## src/include/gistm_pkg.sv

```systemverilog
// Package for the global interrupt summary and countdown timer block
package gistm_pkg;
    // Register byte addresses
    localparam logic [7:0] GISTM_SUMMARY_OFS = 8'h18;
    localparam logic [7:0] GISTM_TIMER_OFS = 8'h1c;
    localparam logic [7:0] GISTM_EVT_STATUS_OFS = 8'h30;
    localparam logic [7:0] GISTM_EVT_MASK_OFS = 8'h34;
    // Summary register field positions
    localparam int GISTM_DIR_BIT = 16;
    localparam int GISTM_OE_A_BIT = 17;
    localparam int GISTM_OE_B_BIT = 18;
    localparam int GISTM_GATE_LSB = 8;
    localparam int GISTM_SRC_LSB = 0;
    // Timer register field positions
    localparam int GISTM_RUN_BIT = 31;
    localparam int GISTM_CONT_BIT = 30;
    localparam int GISTM_BRS_BIT = 29;
    localparam int GISTM_PRELOAD_W = 24;
    // Reset values
    localparam logic [31:0] GISTM_SUMMARY_RST = 32'h0001_0000;
    localparam logic [31:0] GISTM_TIMER_RST = 32'h0000_0000;
    // Timing: one unit is 1/(2*link_base_clock), in picoseconds
    localparam int GISTM_UNIT_PS = 80140;
    localparam int GISTM_CLK_PS = 4000;
    localparam int GISTM_UNIT_CYC = (GISTM_UNIT_PS / GISTM_CLK_PS < 1) ? 1 :
        GISTM_UNIT_PS / GISTM_CLK_PS;
    // Event bits of the block's own status register
    localparam int GISTM_EVT_EXPIRE = 0;
    localparam int GISTM_EVT_BRS = 1;
endpackage

```

## src/gistm_top.sv

```systemverilog
// Global interrupt summary, AV port direction and countdown timer
// How it works
// - Bit 16 set: port A transmits, pins input; port B takes opposite role.
// - Bit 11 gates async module interrupt to external line.
// - Bit 10 gates iso transmit module interrupt to external line.
// - Bit 9 gates iso receive module interrupt to external line.
// - Bit 8 gates link layer module interrupt to external line.
// - Read-only bits 3..0 show which module sources are active.
// - Timer run bit 31: write 1 starts, write 0 stops.
// - Continuous bit 30 reloads on expiry; clear means interrupt once, stop.
// - Bus reset start bit 29 starts timing at each bus reset.
// - Preload is 24 bits in bits 23..0.
// - Timer counts in units of about 80.14 ns.
// - Start copies preload to hidden counter, decremented each unit.
// - Reaching zero pulses the timer flag toward the link ack register.
// - With bus reset start set, the run bit is ignored.
// - Continuous mode restarts even if flag unacknowledged.
// - Source bits clear themselves when module interrupts clear.
// - Active-low interrupt stays asserted while any enabled source remains.
// - Bits 17, 18 enable port A, B outputs; zero releases the port.
`timescale 1ns/100ps
`default_nettype none
module gistm_top
    import gistm_pkg::*;
#(
    parameter int UNIT_CYC = gistm_pkg::GISTM_UNIT_CYC
) (
    // Clock and reset
    input wire logic hclk,
    input wire logic hresetn,
    // AHB-Lite slave
    input wire logic hsel,
    input wire logic [31:0] haddr,
    input wire logic [1:0] htrans,
    input wire logic hwrite,
    input wire logic [2:0] hsize,
    input wire logic [31:0] hwdata,
    input wire logic hready,
    output logic [31:0] hrdata,
    output logic hreadyout,
    output logic hresp,
    // Module interrupt sources, same clock
    input wire logic link_layer_irq_source,
    input wire logic iso_rx_irq_source,
    input wire logic iso_tx_irq_source,
    input wire logic async_module_irq_source,
    // Bus reset start, asynchronous level from the link
    input wire logic bus_reset_in,
    // Timer expiry flag toward the link ack register
    output logic countdown_expire,
    // External interrupt, active low
    output logic int_n,
    // AV port control
    output logic port_a_direction,
    output logic av_port_a_oe,
    output logic av_port_b_oe,
    output logic av_port_b_input,
    // Block's own event interrupt
    output logic evt_irq
);
    import gistm_pkg::*;

    // The prescaler is 16 bits wide, so longer units cannot be counted
    if (UNIT_CYC < 1 || UNIT_CYC > 65536) begin : g_unit_check
        $error("UNIT_CYC must lie between 1 and 65536");
    end

    // Bus address phase capture
    logic wr_pend;
    logic rd_pend;
    logic [7:0] addr_q;
    logic [31:0] summary_ctl;
    logic [31:0] timer_ctl;
    logic [1:0] evt_status;
    logic [1:0] evt_mask;
    logic [23:0] count;
    logic running;
    logic [15:0] unit_cnt;
    logic unit_tick;
    logic brs_s1;
    logic brs_s2;
    logic brs_q;
    logic brs_rise;
    logic [3:0] src;
    logic [3:0] gate;
    logic expire;

    always_ff @(posedge hclk or negedge hresetn) begin
        if (!hresetn) begin
            wr_pend <= 1'b0;
            rd_pend <= 1'b0;
            addr_q <= 8'h00;
        end else if (hready) begin
            wr_pend <= hsel && htrans[1] && hwrite;
            rd_pend <= hsel && htrans[1] && !hwrite;
            addr_q <= haddr[7:0];
        end
    end

    assign hreadyout = 1'b1;
    assign hresp = 1'b0;

    function automatic logic hit(input logic [7:0] a, input logic [7:0] ofs);
        hit = (a[7:2] == ofs[7:2]);
    endfunction

    logic wr_sum;
    logic wr_tim;
    logic wr_stat;
    logic wr_mask;
    assign wr_sum = wr_pend && hit(addr_q, GISTM_SUMMARY_OFS);
    assign wr_tim = wr_pend && hit(addr_q, GISTM_TIMER_OFS);
    assign wr_stat = wr_pend && hit(addr_q, GISTM_EVT_STATUS_OFS);
    assign wr_mask = wr_pend && hit(addr_q, GISTM_EVT_MASK_OFS);

    // Only gate and port bits are stored; source bits are live
    always_ff @(posedge hclk or negedge hresetn) begin
        if (!hresetn) begin
            summary_ctl <= GISTM_SUMMARY_RST;
        end else if (wr_sum) begin
            summary_ctl <= {13'h0000, hwdata[18:16], 4'h0, hwdata[11:8], 8'h00};
        end
    end

    assign src = {async_module_irq_source, iso_tx_irq_source, iso_rx_irq_source,
        link_layer_irq_source};
    assign gate = summary_ctl[GISTM_GATE_LSB +: 4];

    // Any gated source holds the line low
    assign int_n = ~|(src & gate);

    assign port_a_direction = summary_ctl[GISTM_DIR_BIT];
    assign av_port_b_input = ~summary_ctl[GISTM_DIR_BIT];
    assign av_port_a_oe = summary_ctl[GISTM_OE_A_BIT];
    assign av_port_b_oe = summary_ctl[GISTM_OE_B_BIT];

    always_ff @(posedge hclk or negedge hresetn) begin
        if (!hresetn) begin
            timer_ctl <= GISTM_TIMER_RST;
        end else if (wr_tim) begin
            timer_ctl <= {hwdata[31:29], 5'h00, hwdata[23:0]};
        end
    end

    // Bus reset level passes two flops before the edge detector
    always_ff @(posedge hclk or negedge hresetn) begin
        if (!hresetn) begin
            brs_s1 <= 1'b0;
            brs_s2 <= 1'b0;
            brs_q <= 1'b0;
        end else begin
            brs_s1 <= bus_reset_in;
            brs_s2 <= brs_s1;
            brs_q <= brs_s2;
        end
    end
    assign brs_rise = brs_s2 && !brs_q;

    // Time unit prescaler, restarted on each start so the first unit is full
    logic start;
    logic brs_mode;
    assign brs_mode = timer_ctl[GISTM_BRS_BIT];
    assign start = brs_mode ? brs_rise :
        (wr_tim && hwdata[GISTM_RUN_BIT] && !hwdata[GISTM_BRS_BIT]);

    always_ff @(posedge hclk or negedge hresetn) begin
        if (!hresetn) begin
            unit_cnt <= 16'h0000;
        end else if (start || !running || unit_tick) begin
            unit_cnt <= 16'h0000;
        end else begin
            unit_cnt <= unit_cnt + 16'h0001;
        end
    end
    assign unit_tick = running && (unit_cnt == 16'(UNIT_CYC - 1));

    assign expire = unit_tick && (count == 24'h000001 || count == 24'h000000);

    always_ff @(posedge hclk or negedge hresetn) begin
        if (!hresetn) begin
            running <= 1'b0;
            count <= 24'h000000;
        end else if (start) begin
            running <= 1'b1;
            count <= timer_ctl[GISTM_PRELOAD_W-1:0];
            if (wr_tim) begin
                count <= hwdata[GISTM_PRELOAD_W-1:0];
            end
        end else if (wr_tim && !brs_mode && !hwdata[GISTM_RUN_BIT]) begin
            running <= 1'b0;
        end else if (expire) begin
            // Reload does not wait for acknowledgement of the flag
            running <= timer_ctl[GISTM_CONT_BIT];
            count <= timer_ctl[GISTM_PRELOAD_W-1:0];
        end else if (unit_tick) begin
            count <= count - 24'h000001;
        end
    end

    always_ff @(posedge hclk or negedge hresetn) begin
        if (!hresetn) begin
            countdown_expire <= 1'b0;
        end else begin
            countdown_expire <= expire;
        end
    end

    // Sticky events; a set in the clearing cycle wins
    always_ff @(posedge hclk or negedge hresetn) begin
        if (!hresetn) begin
            evt_status <= 2'b00;
        end else begin
            evt_status <= (evt_status & ~(wr_stat ? hwdata[1:0] : 2'b00))
                | {brs_rise, expire};
        end
    end

    always_ff @(posedge hclk or negedge hresetn) begin
        if (!hresetn) begin
            evt_mask <= 2'b00;
        end else if (wr_mask) begin
            evt_mask <= hwdata[1:0];
        end
    end
    assign evt_irq = |(evt_status & evt_mask);

    always_ff @(posedge hclk or negedge hresetn) begin
        if (!hresetn) begin
            hrdata <= 32'h0000_0000;
        end else if (hready && hsel && htrans[1] && !hwrite) begin
            if (hit(haddr[7:0], GISTM_SUMMARY_OFS)) begin
                hrdata <= {summary_ctl[31:4], src};
            end else if (hit(haddr[7:0], GISTM_TIMER_OFS)) begin
                hrdata <= timer_ctl;
            end else if (hit(haddr[7:0], GISTM_EVT_STATUS_OFS)) begin
                hrdata <= {30'h0000_0000, evt_status};
            end else if (hit(haddr[7:0], GISTM_EVT_MASK_OFS)) begin
                hrdata <= {30'h0000_0000, evt_mask};
            end else begin
                hrdata <= 32'h0000_0000;
            end
        end
    end

    // Interrupt gating
    gate_line_a: assert property (@(posedge hclk) disable iff (!hresetn)
        (src[0] && gate[0]) |-> !int_n) else $error("int_n not low");

    gate_block_a: assert property (@(posedge hclk) disable iff (!hresetn)
        ((src & gate) == 4'h0) |-> int_n) else $error("int_n low w/o source");

    gate_async_a: assert property (@(posedge hclk) disable iff (!hresetn)
        (src[3] && gate[3]) |-> !int_n) else $error("async interrupt not passed");

    gate_itx_a: assert property (@(posedge hclk) disable iff (!hresetn)
        (src[2] && gate[2]) |-> !int_n) else $error("iso tx interrupt not passed");

    gate_irx_a: assert property (@(posedge hclk) disable iff (!hresetn)
        (src[1] && gate[1]) |-> !int_n) else $error("iso rx interrupt not passed");

    gate_none_a: assert property (@(posedge hclk) disable iff (!hresetn)
        (gate == 4'h0) |-> int_n) else $error("interrupt with all gates closed");

    src_gone_a: assert property (@(posedge hclk) disable iff (!hresetn)
        (src == 4'h0) |-> int_n) else $error("interrupt after sources cleared");

    // Sources are shown live on a summary read
    src_read_a: assert property (@(posedge hclk) disable iff (!hresetn)
        (hready && hsel && htrans[1] && !hwrite && hit(haddr[7:0], GISTM_SUMMARY_OFS))
        |=> hrdata[3:0] == $past(src)) else $error("source bits not read back");

    // Port control
    port_dir_a: assert property (@(posedge hclk) disable iff (!hresetn)
        port_a_direction != av_port_b_input) else $error("ports same role");

    dir_write_a: assert property (@(posedge hclk) disable iff (!hresetn)
        wr_sum |=> port_a_direction == $past(hwdata[GISTM_DIR_BIT]))
        else $error("direction not written");

    oe_follow_a: assert property (@(posedge hclk) disable iff (!hresetn)
        wr_sum |=> av_port_a_oe == $past(hwdata[GISTM_OE_A_BIT])) else $error("oe a");

    oe_b_write_a: assert property (@(posedge hclk) disable iff (!hresetn)
        wr_sum |=> av_port_b_oe == $past(hwdata[GISTM_OE_B_BIT])) else $error("oe b");

    // Timer
    preload_keep_a: assert property (@(posedge hclk) disable iff (!hresetn)
        wr_tim |=> timer_ctl[23:0] == $past(hwdata[23:0])) else $error("preload lost");

    brs_start_a: assert property (@(posedge hclk) disable iff (!hresetn)
        (brs_mode && brs_rise) |-> start) else $error("bus reset did not start timer");

    run_ignored_a: assert property (@(posedge hclk) disable iff (!hresetn)
        brs_mode |-> (start == brs_rise)) else $error("run bit acted in bus reset mode");

    idle_hold_a: assert property (@(posedge hclk) disable iff (!hresetn)
        (!running && !start) |=> count == $past(count)) else $error("count moved idle");

    unit_gap_a: assert property (@(posedge hclk) disable iff (!hresetn)
        (unit_tick && UNIT_CYC > 1) |=> !unit_tick) else $error("unit too short");

    expire_event_a: assert property (@(posedge hclk) disable iff (!hresetn)
        expire |=> evt_status[GISTM_EVT_EXPIRE]) else $error("expiry event lost");

    start_load_a: assert property (@(posedge hclk) disable iff (!hresetn)
        start |=> running) else $error("timer not running after start");

    stop_write_a: assert property (@(posedge hclk) disable iff (!hresetn)
        (wr_tim && !start && !brs_mode && !hwdata[GISTM_RUN_BIT]) |=> !running)
        else $error("timer not stopped");

    oneshot_stop_a: assert property (@(posedge hclk) disable iff (!hresetn)
        (expire && !start && !wr_tim && !timer_ctl[GISTM_CONT_BIT]) |=> !running)
        else $error("one-shot kept running");

    cont_reload_a: assert property (@(posedge hclk) disable iff (!hresetn)
        (expire && !start && !wr_tim && timer_ctl[GISTM_CONT_BIT]) |=>
        (running && count == $past(timer_ctl[23:0]))) else $error("no reload");

    expire_flag_a: assert property (@(posedge hclk) disable iff (!hresetn)
        expire |=> countdown_expire) else $error("expiry flag missing");

    // A start or a stop write in the same cycle takes precedence over the step
    unit_step_a: assert property (@(posedge hclk) disable iff (!hresetn)
        (unit_tick && !expire && !start && !wr_tim) |=> count == $past(count) - 24'h000001)
        else $error("count step wrong");
endmodule
`default_nettype wire

```

## config.mk

```make
export PLATFORM = sky130hd
export DESIGN_NAME = gistm_top
export DESIGN_NICKNAME = d
export VERILOG_FILES = /design/src/include/gistm_pkg.sv /design/src/gistm_top.sv
export SDC_FILE = /design/constraint.sdc
export NUM_CORES = 1
export LEC_CHECK = 0
export BUFFER_PORTS_ARGS = -buffer_cell sky130_fd_sc_hd__buf_4
export CAP_MARGIN = 20
export CORE_ASPECT_RATIO = 1.5
export CORE_UTILIZATION = 55
export CTS_CLUSTER_DIAMETER = 40
export DETAILED_ROUTE_END_ITERATION = 8
export PLACE_DENSITY = 0.79
export SETUP_SLACK_MARGIN = 0.5
export SKIP_CTS_REPAIR_TIMING = 1
export SKIP_LAST_GASP = 1
export SYNTH_ARGS = -nofsm -noshare
export SYNTH_HDL_FRONTEND = slang
export SYNTH_SLANG_ARGS = --single-unit
export TNS_END_PERCENT = 50
```

## constraint.sdc

```tcl
create_clock -name hclk -period 2.4 [get_ports hclk]
set_input_delay 0.48 -clock hclk [delete_from_list [all_inputs] [get_ports hclk]]
set_output_delay 0.48 -clock hclk [all_outputs]
set_load 0.03 [all_outputs]
```

* Word-level counts from Yosys, hierarchy flattened
Cells that the tools add are included.
** Storage, ports and cells
- Logic and storage cells :: 80
- Bits in registers :: 124
- Input bits :: 79
- Output and inout port bits :: 41
** Operators by class
- Reductions and logical operators :: 32
- Multiplexer cells :: 15
- Equal/unequal tests :: 11
- Add/sub/neg operators :: 2
- Bitwise logic cells :: 6
** Operators with widths (number)
- 2-to-1 mux 24 bit :: 5
- 2-to-1 mux 32 bit :: 2
- == test 24 x 1 -> 1 bit, second input constant :: 1
- == test 6 x 3 -> 1 bit, second input constant :: 4
- == test 6 x 4 -> 1 bit, second input constant :: 4
- zero test 24 bit :: 1
- subtractor 24 x 1 -> 24 bit, second input constant :: 1
- adder 16 x 1 -> 16 bit, second input constant :: 1
- == test 16 x 5 -> 1 bit, second input constant :: 1
- logical AND 1 bit :: 16
- 2-to-1 mux 16 bit :: 1
- zero test 1 bit :: 7
- 2-to-1 mux 2 bit :: 3
- nonzero test 3 bit :: 2
- bitwise AND 2 bit :: 2
- bitwise AND 4 bit :: 1
- 2-to-1 mux 1 bit :: 4
- OR reduction 4 bit :: 1
- logical OR 1 bit :: 3
- != test 2 bit, second input constant :: 1
- NOT 2 bit :: 1
- bitwise OR 2 bit :: 1
- AND reduction 2 bit :: 1
- OR reduction 2 bit :: 1
- NOT 1 bit :: 1

* Depth between registers and ports, before layout
- Word-level depth :: 8
- Gate-level depth with buffers :: 10
- Gate-level depth less buffers :: 8

* Worst setup path after synthesis
Ideal clock, no wire load.
- Path kind :: flip-flop to flip-flop
- From :: register count[18]
- To :: register count[22]
- Setup time :: 126 ps
- Slack :: 376 ps
- Stages on the path, launching flop included :: 7
- Path buffers :: 0
- Arrival :: 1898 ps
- Clock period less this slack :: 2024 ps
- Path through :: dfrtp_1 or4_4 or3_4 nor3_2 xnor2_1 a211oi_2 a221o_1
** Between the ends
- Cells in the longest elaborated chain, start to end :: 6
- Elaborated cells between the ends (all ways) :: 11
** Ends and longest elaborated chain
- start, declared :: line gistm_top.sv:76 : logic [23:0] count;
- start signal, assigned :: line gistm_top.sv:185 : count <= timer_ctl[GISTM_PRELOAD_W-1:0];
- start signal, assigned :: line gistm_top.sv:187 : count <= hwdata[GISTM_PRELOAD_W-1:0];
- start signal, assigned :: line gistm_top.sv:194 : count <= timer_ctl[GISTM_PRELOAD_W-1:0];
- branches (longest 6 deep; another with subtractor 24 x 1 -> 24 bit)
Parallel ways; which one is timed is not known. The select of a mux whose other input is x is not followed.
A chain may end at the register's enable or synchronous reset.

* Final worst setup path
- From :: register count[17]
- To :: register count[10]
** Between the ends
- Cells in the longest elaborated chain, start to end :: 6
- Elaborated cells between the ends (all ways) :: 9
** Ends and longest elaborated chain
- == test 24 x 1 -> 1 bit or zero test 24 bit (tied branches) :: line gistm_top.sv:177 : assign expire = unit_tick && (count == 24'h000001 || count == 24'h000000);
- logical OR 1 bit * :: line gistm_top.sv:177
- logical AND 1 bit * :: line gistm_top.sv:177
- 2-to-1 mux 24 bit :: line gistm_top.sv:191 : end else if (expire) begin
- 2-to-1 mux 24 bit :: line gistm_top.sv:189 : end else if (wr_tim && !brs_mode && !hwdata[GISTM_RUN_BIT]) begin
- 2-to-1 mux 24 bit :: line gistm_top.sv:183 : end else if (start) begin
Every way passes the cells marked *; elsewhere a longest branch is shown, timed or not. The select of a mux whose other input is x is not followed.

==> reports/qor.csv <==
stage;metric;value;unit
yosys;count of state elements after synthesis;117;
timing;Slew Viols, Final;0;
layout;Layout area overhead;31.8;%
route;# DRC;0;
layout;antenna diode count;0;
layout;share of layout cells above drive strength 1;35.5;%
timing;Least-Margin Pin Slew;0.618;ns
timing;Rel. slew slack;58.8;%
floorplanning;Die Area;10900;um2
power_and_ir_drop;switching power;2.01;mW
clock_network;Clock Pin Slew Worst Setup and Hold Paths;0.06;ns
timing;crit share post-route;100;%
yosys;Ys Warns;0;
grt;first-pass GRT wire length;23.1;mm
grt;pin count of the biggest net entering global routing;48;
floorplanning;Core Region;10100;um2
grt;vias in the first global route;4936;
yosys;EDFF count, synth;0;
power_and_ir_drop;switching part of the total;29.8;%
power_and_ir_drop;pwr/cell area;889;nW/um2
placement;placed cell areas;6550;um2
power_and_ir_drop;maximum resistive drop on vdd;0.000579;V
yosys;top_reg_cell synth;dfrtp_1;
status;violated checks;setup timing;
route;DRT antenna net count;0;
power_and_ir_drop;sequential share of power;38.6;%
route;DR iter-0 viols;511;
setup_path;required time worst endpoint;2.65;ns
yosys;Mapped Cells;564;
timing;min Tclk post-route;2.40;ns
setup_path;CP max stage delay;0.46;ns
setup_path;worst setup path end;count[10]$_DFFE_PN0P_;
floorplanning;Die Y;127;um
yosys;Synth async-reset ratio;100;%
clock_network;Max Buffers Root-to-Sink;2;
timing;Setup-failing EPs final;1;
placement;DP HPWL;9.95;mm
yosys;Post-Syn Area;5760;um2
layout;Finished Cell Area;7590;um2
route;total wire length;16.8;mm
timing;Setup Skew;0.00750;ns
setup_path;crit path from;count[17]$_DFFE_PN0P_;
setup_path;setup slack, reg-to-reg;-0.0006;ns
setup_path;FF-to-FF path depth;7;
timing;Fmax achieved;417;MHz
setup_path;WP data arrival;2.65;ns
route;routed vias/inst;6.38;
power_and_ir_drop;clock share of power;39.6;%
layout;Fill cells;672;
power_and_ir_drop;Comb power frac;21.8;%
power_and_ir_drop;leakage;3.42;nW
setup_path;r2r endpoint;count[10]$_DFFE_PN0P_;
clock_network;Clock Latency Late Sink;0.41;ns
setup_path;crit path launch type;flip-flop;
placement;# placed instances;754;
setup_path;Reg-to-Reg Start;count[17]$_DFFE_PN0P_;
placement;number of port buffers;77;
power_and_ir_drop;Final Power;6.75;mW
layout;Multi-input gate area;2840;um2
grt;Tot GR Track Use;27.4;%
route;post-DR wirelength/cell;20.7;um
clock_network;Sink Count;117;
grt;antenna violations before repair;0;
setup_path;crit end category;flip-flop;
placement;routability cong.;0.882;
layout;non-filler cells, final;812;
layout;post-layout util;74.9;%
timing;unrepaired setup endpoints after global routing;true;
route;via count;5179;
floorplanning;Initial Utilization;56.8;%
status;outcome;complete, but fails checks;
floorplanning;# rows;45;
yosys;register area share after synthesis;50.9;%
route;first drt pass iteration count;5;
grt;grt total ovfl;0;
setup_path;Critical Path, Cell by Cell;or3_4 -> nand4b_1 -> buf_4 -> nor2_4 -> or3_4 -> o31ai_4 -> o31ai_2;
layout;Reg area;2940;um2
layout;nets;766;
clock_network;H-tree levels;4;
placement;Place WS;0.152;ns
job;maxcap violations;0;
setup_path;slowest cell on the critical path;o31ai_2;
clock_network;root buf cell;clkbuf_16;
clock_network;Num CTS Buffers;17;
power_and_ir_drop;cell-internal power;4.74;mW
setup_path;Crit path top cell by count;or3_4;
hold_path;type of the tightest min-delay check;primary input to async pin;
setup_path;Crit Path Category;flip-flop to flip-flop;
yosys;Unique masters post-synth;63;
timing;final hold vios;0;
setup_path;CP max FO;4;
clock_network;CTS tree;built;
floorplanning;DIE WIDTH;85.5;um
floorplanning;I/O Pins;120;
timing;slack of the critical path;-0.000605;ns
yosys;Syn Area/Cell;10.2;um2
==> kinds of logic (layout without fill, tap and decap cells) <==
kind of cell	after synthesis	in the layout	synth area share, %
compound gates	119	119	13.7
xor+xnor	27	27	4.11
fa+ha+maj	4	4	0.869
buf+inv	42	165	3.74
flops	117	117	50.9
mux	46	46	8.87
other cells	2	7	0.130
simple gates	207	210	17.7
==> how the worst min path moves through the flow <==
stage	end	slack (ns)
floorplan	addr_q[2]$_DFFE_PN0P_	0.18
detailed placement	brs_s2$_DFF_PN0_	0.34
finish	hrdata[16]$_DFFE_PN0P_	0.08
CTS	hrdata[18]$_DFFE_PN0P_	0.09
global placement	brs_s2$_DFF_PN0_	0.34
global route	hrdata[16]$_DFFE_PN0P_	0.12
==> synth_stat cells, types with 9 or more instances <==
cell      count  share of area (%)
xnor2_1      11                1.7
nand3_1      14                1.2
o21ai_1       9               0.78
o21ai_0      26                2.3
clkbuf_1     17                1.1
nand2_1      71                4.6
a21oi_1      25                2.2
inv_1         9               0.59
mux2_2       40                7.8
a221oi_1     12                1.8
nand4_1       9               0.98
dfrtp_1     116                 50
xor2_1       16                2.4
nor2_1       66                4.3
==> registers in the layout (all words and copies together) (netlist names) <==
| signal | count |
|---|---|
| running | 1 |
| unit_cnt | 16 |
| summary_ctl | 7 |
| brs_s2 | 1 |
| countdown_expire | 1 |
| count | 24 |
| brs_q | 1 |
| brs_s1 | 1 |
| evt_mask | 2 |
| evt_status | 2 |
| timer_ctl | 27 |
| wr_pend | 1 |
| addr_q | 6 |
| hrdata | 27 |
==> power groups by stage <==
stage	logic (mW)	clock network (mW)	registers, mW
floorplan	0.745	0	2.56
global placement	1.13	0	2.55
detailed placement	1.17	0	2.56
CTS	1.19	2.68	2.54
global route	1.60	2.78	2.63
finish	1.47	2.67	2.60
==> metal layers <==
layer	routed length [um]	share of wire (%)	track usage, %	up-vias
met1	6040	36	30.4	2605
li1	-	-	-	2245
met5	0	0	0	-
met2	9020	54	48.8	253
met3	1010	6.0	6.07	76
met4	752	4.5	14.1	0
==> cell type report <==
type	instances	share of cell area [%]
flip-flops and latches	117	38.7
clock buffers	21	6.20
multi-input cells	413	37.5
repair buffers	125	13.2
inverters	9	0.445
clock inverters	10	2.01
well taps	117	1.93
==> layout by cell type (no fill, tap or decap), types with 5 or more instances in the layout <==
cell	n
mux2_2	40
dfrtp_2	6
a221oi_1	12
dfrtp_1	110
nand4_1	9
xnor2_1	11
inv_1	8
nand3_1	14
a211oi_1	5
a22oi_1	6
nor2_1	60
nor3_1	7
o211ai_1	8
nand2_1	70
o21ai_1	10
nor2_2	5
mux2i_1	6
clkinv_2	5
xor2_1	16
conb_1	7
a21oi_1	23
clkbuf_16	18
o21ai_0	24
buf_4	118
==> critical path, delay by kind of cell, from the launching register on <==
| family | cells | cell delay, ns |
|---|---|---|
| AO/OA/AOI/OAI | 2 | 0.52 |
| buffers and inverters | 1 | 0.23 |
| flip-flops | 1 | 0.43 |
| AND/OR/NAND/NOR | 4 | 1.06 |
==> metrics by stage <==
step           hold slack [ns]   TNS (ns)
2_1_floorplan            0.184          0
3_3_place_gp             0.338          0
3_5_place_dp             0.337          0
4_1_cts                 0.0945    -0.0970
5_1_grt                  0.123          0
6_report                0.0850  -0.000605
No activity file was read; power rests on OpenSTA's default activity.
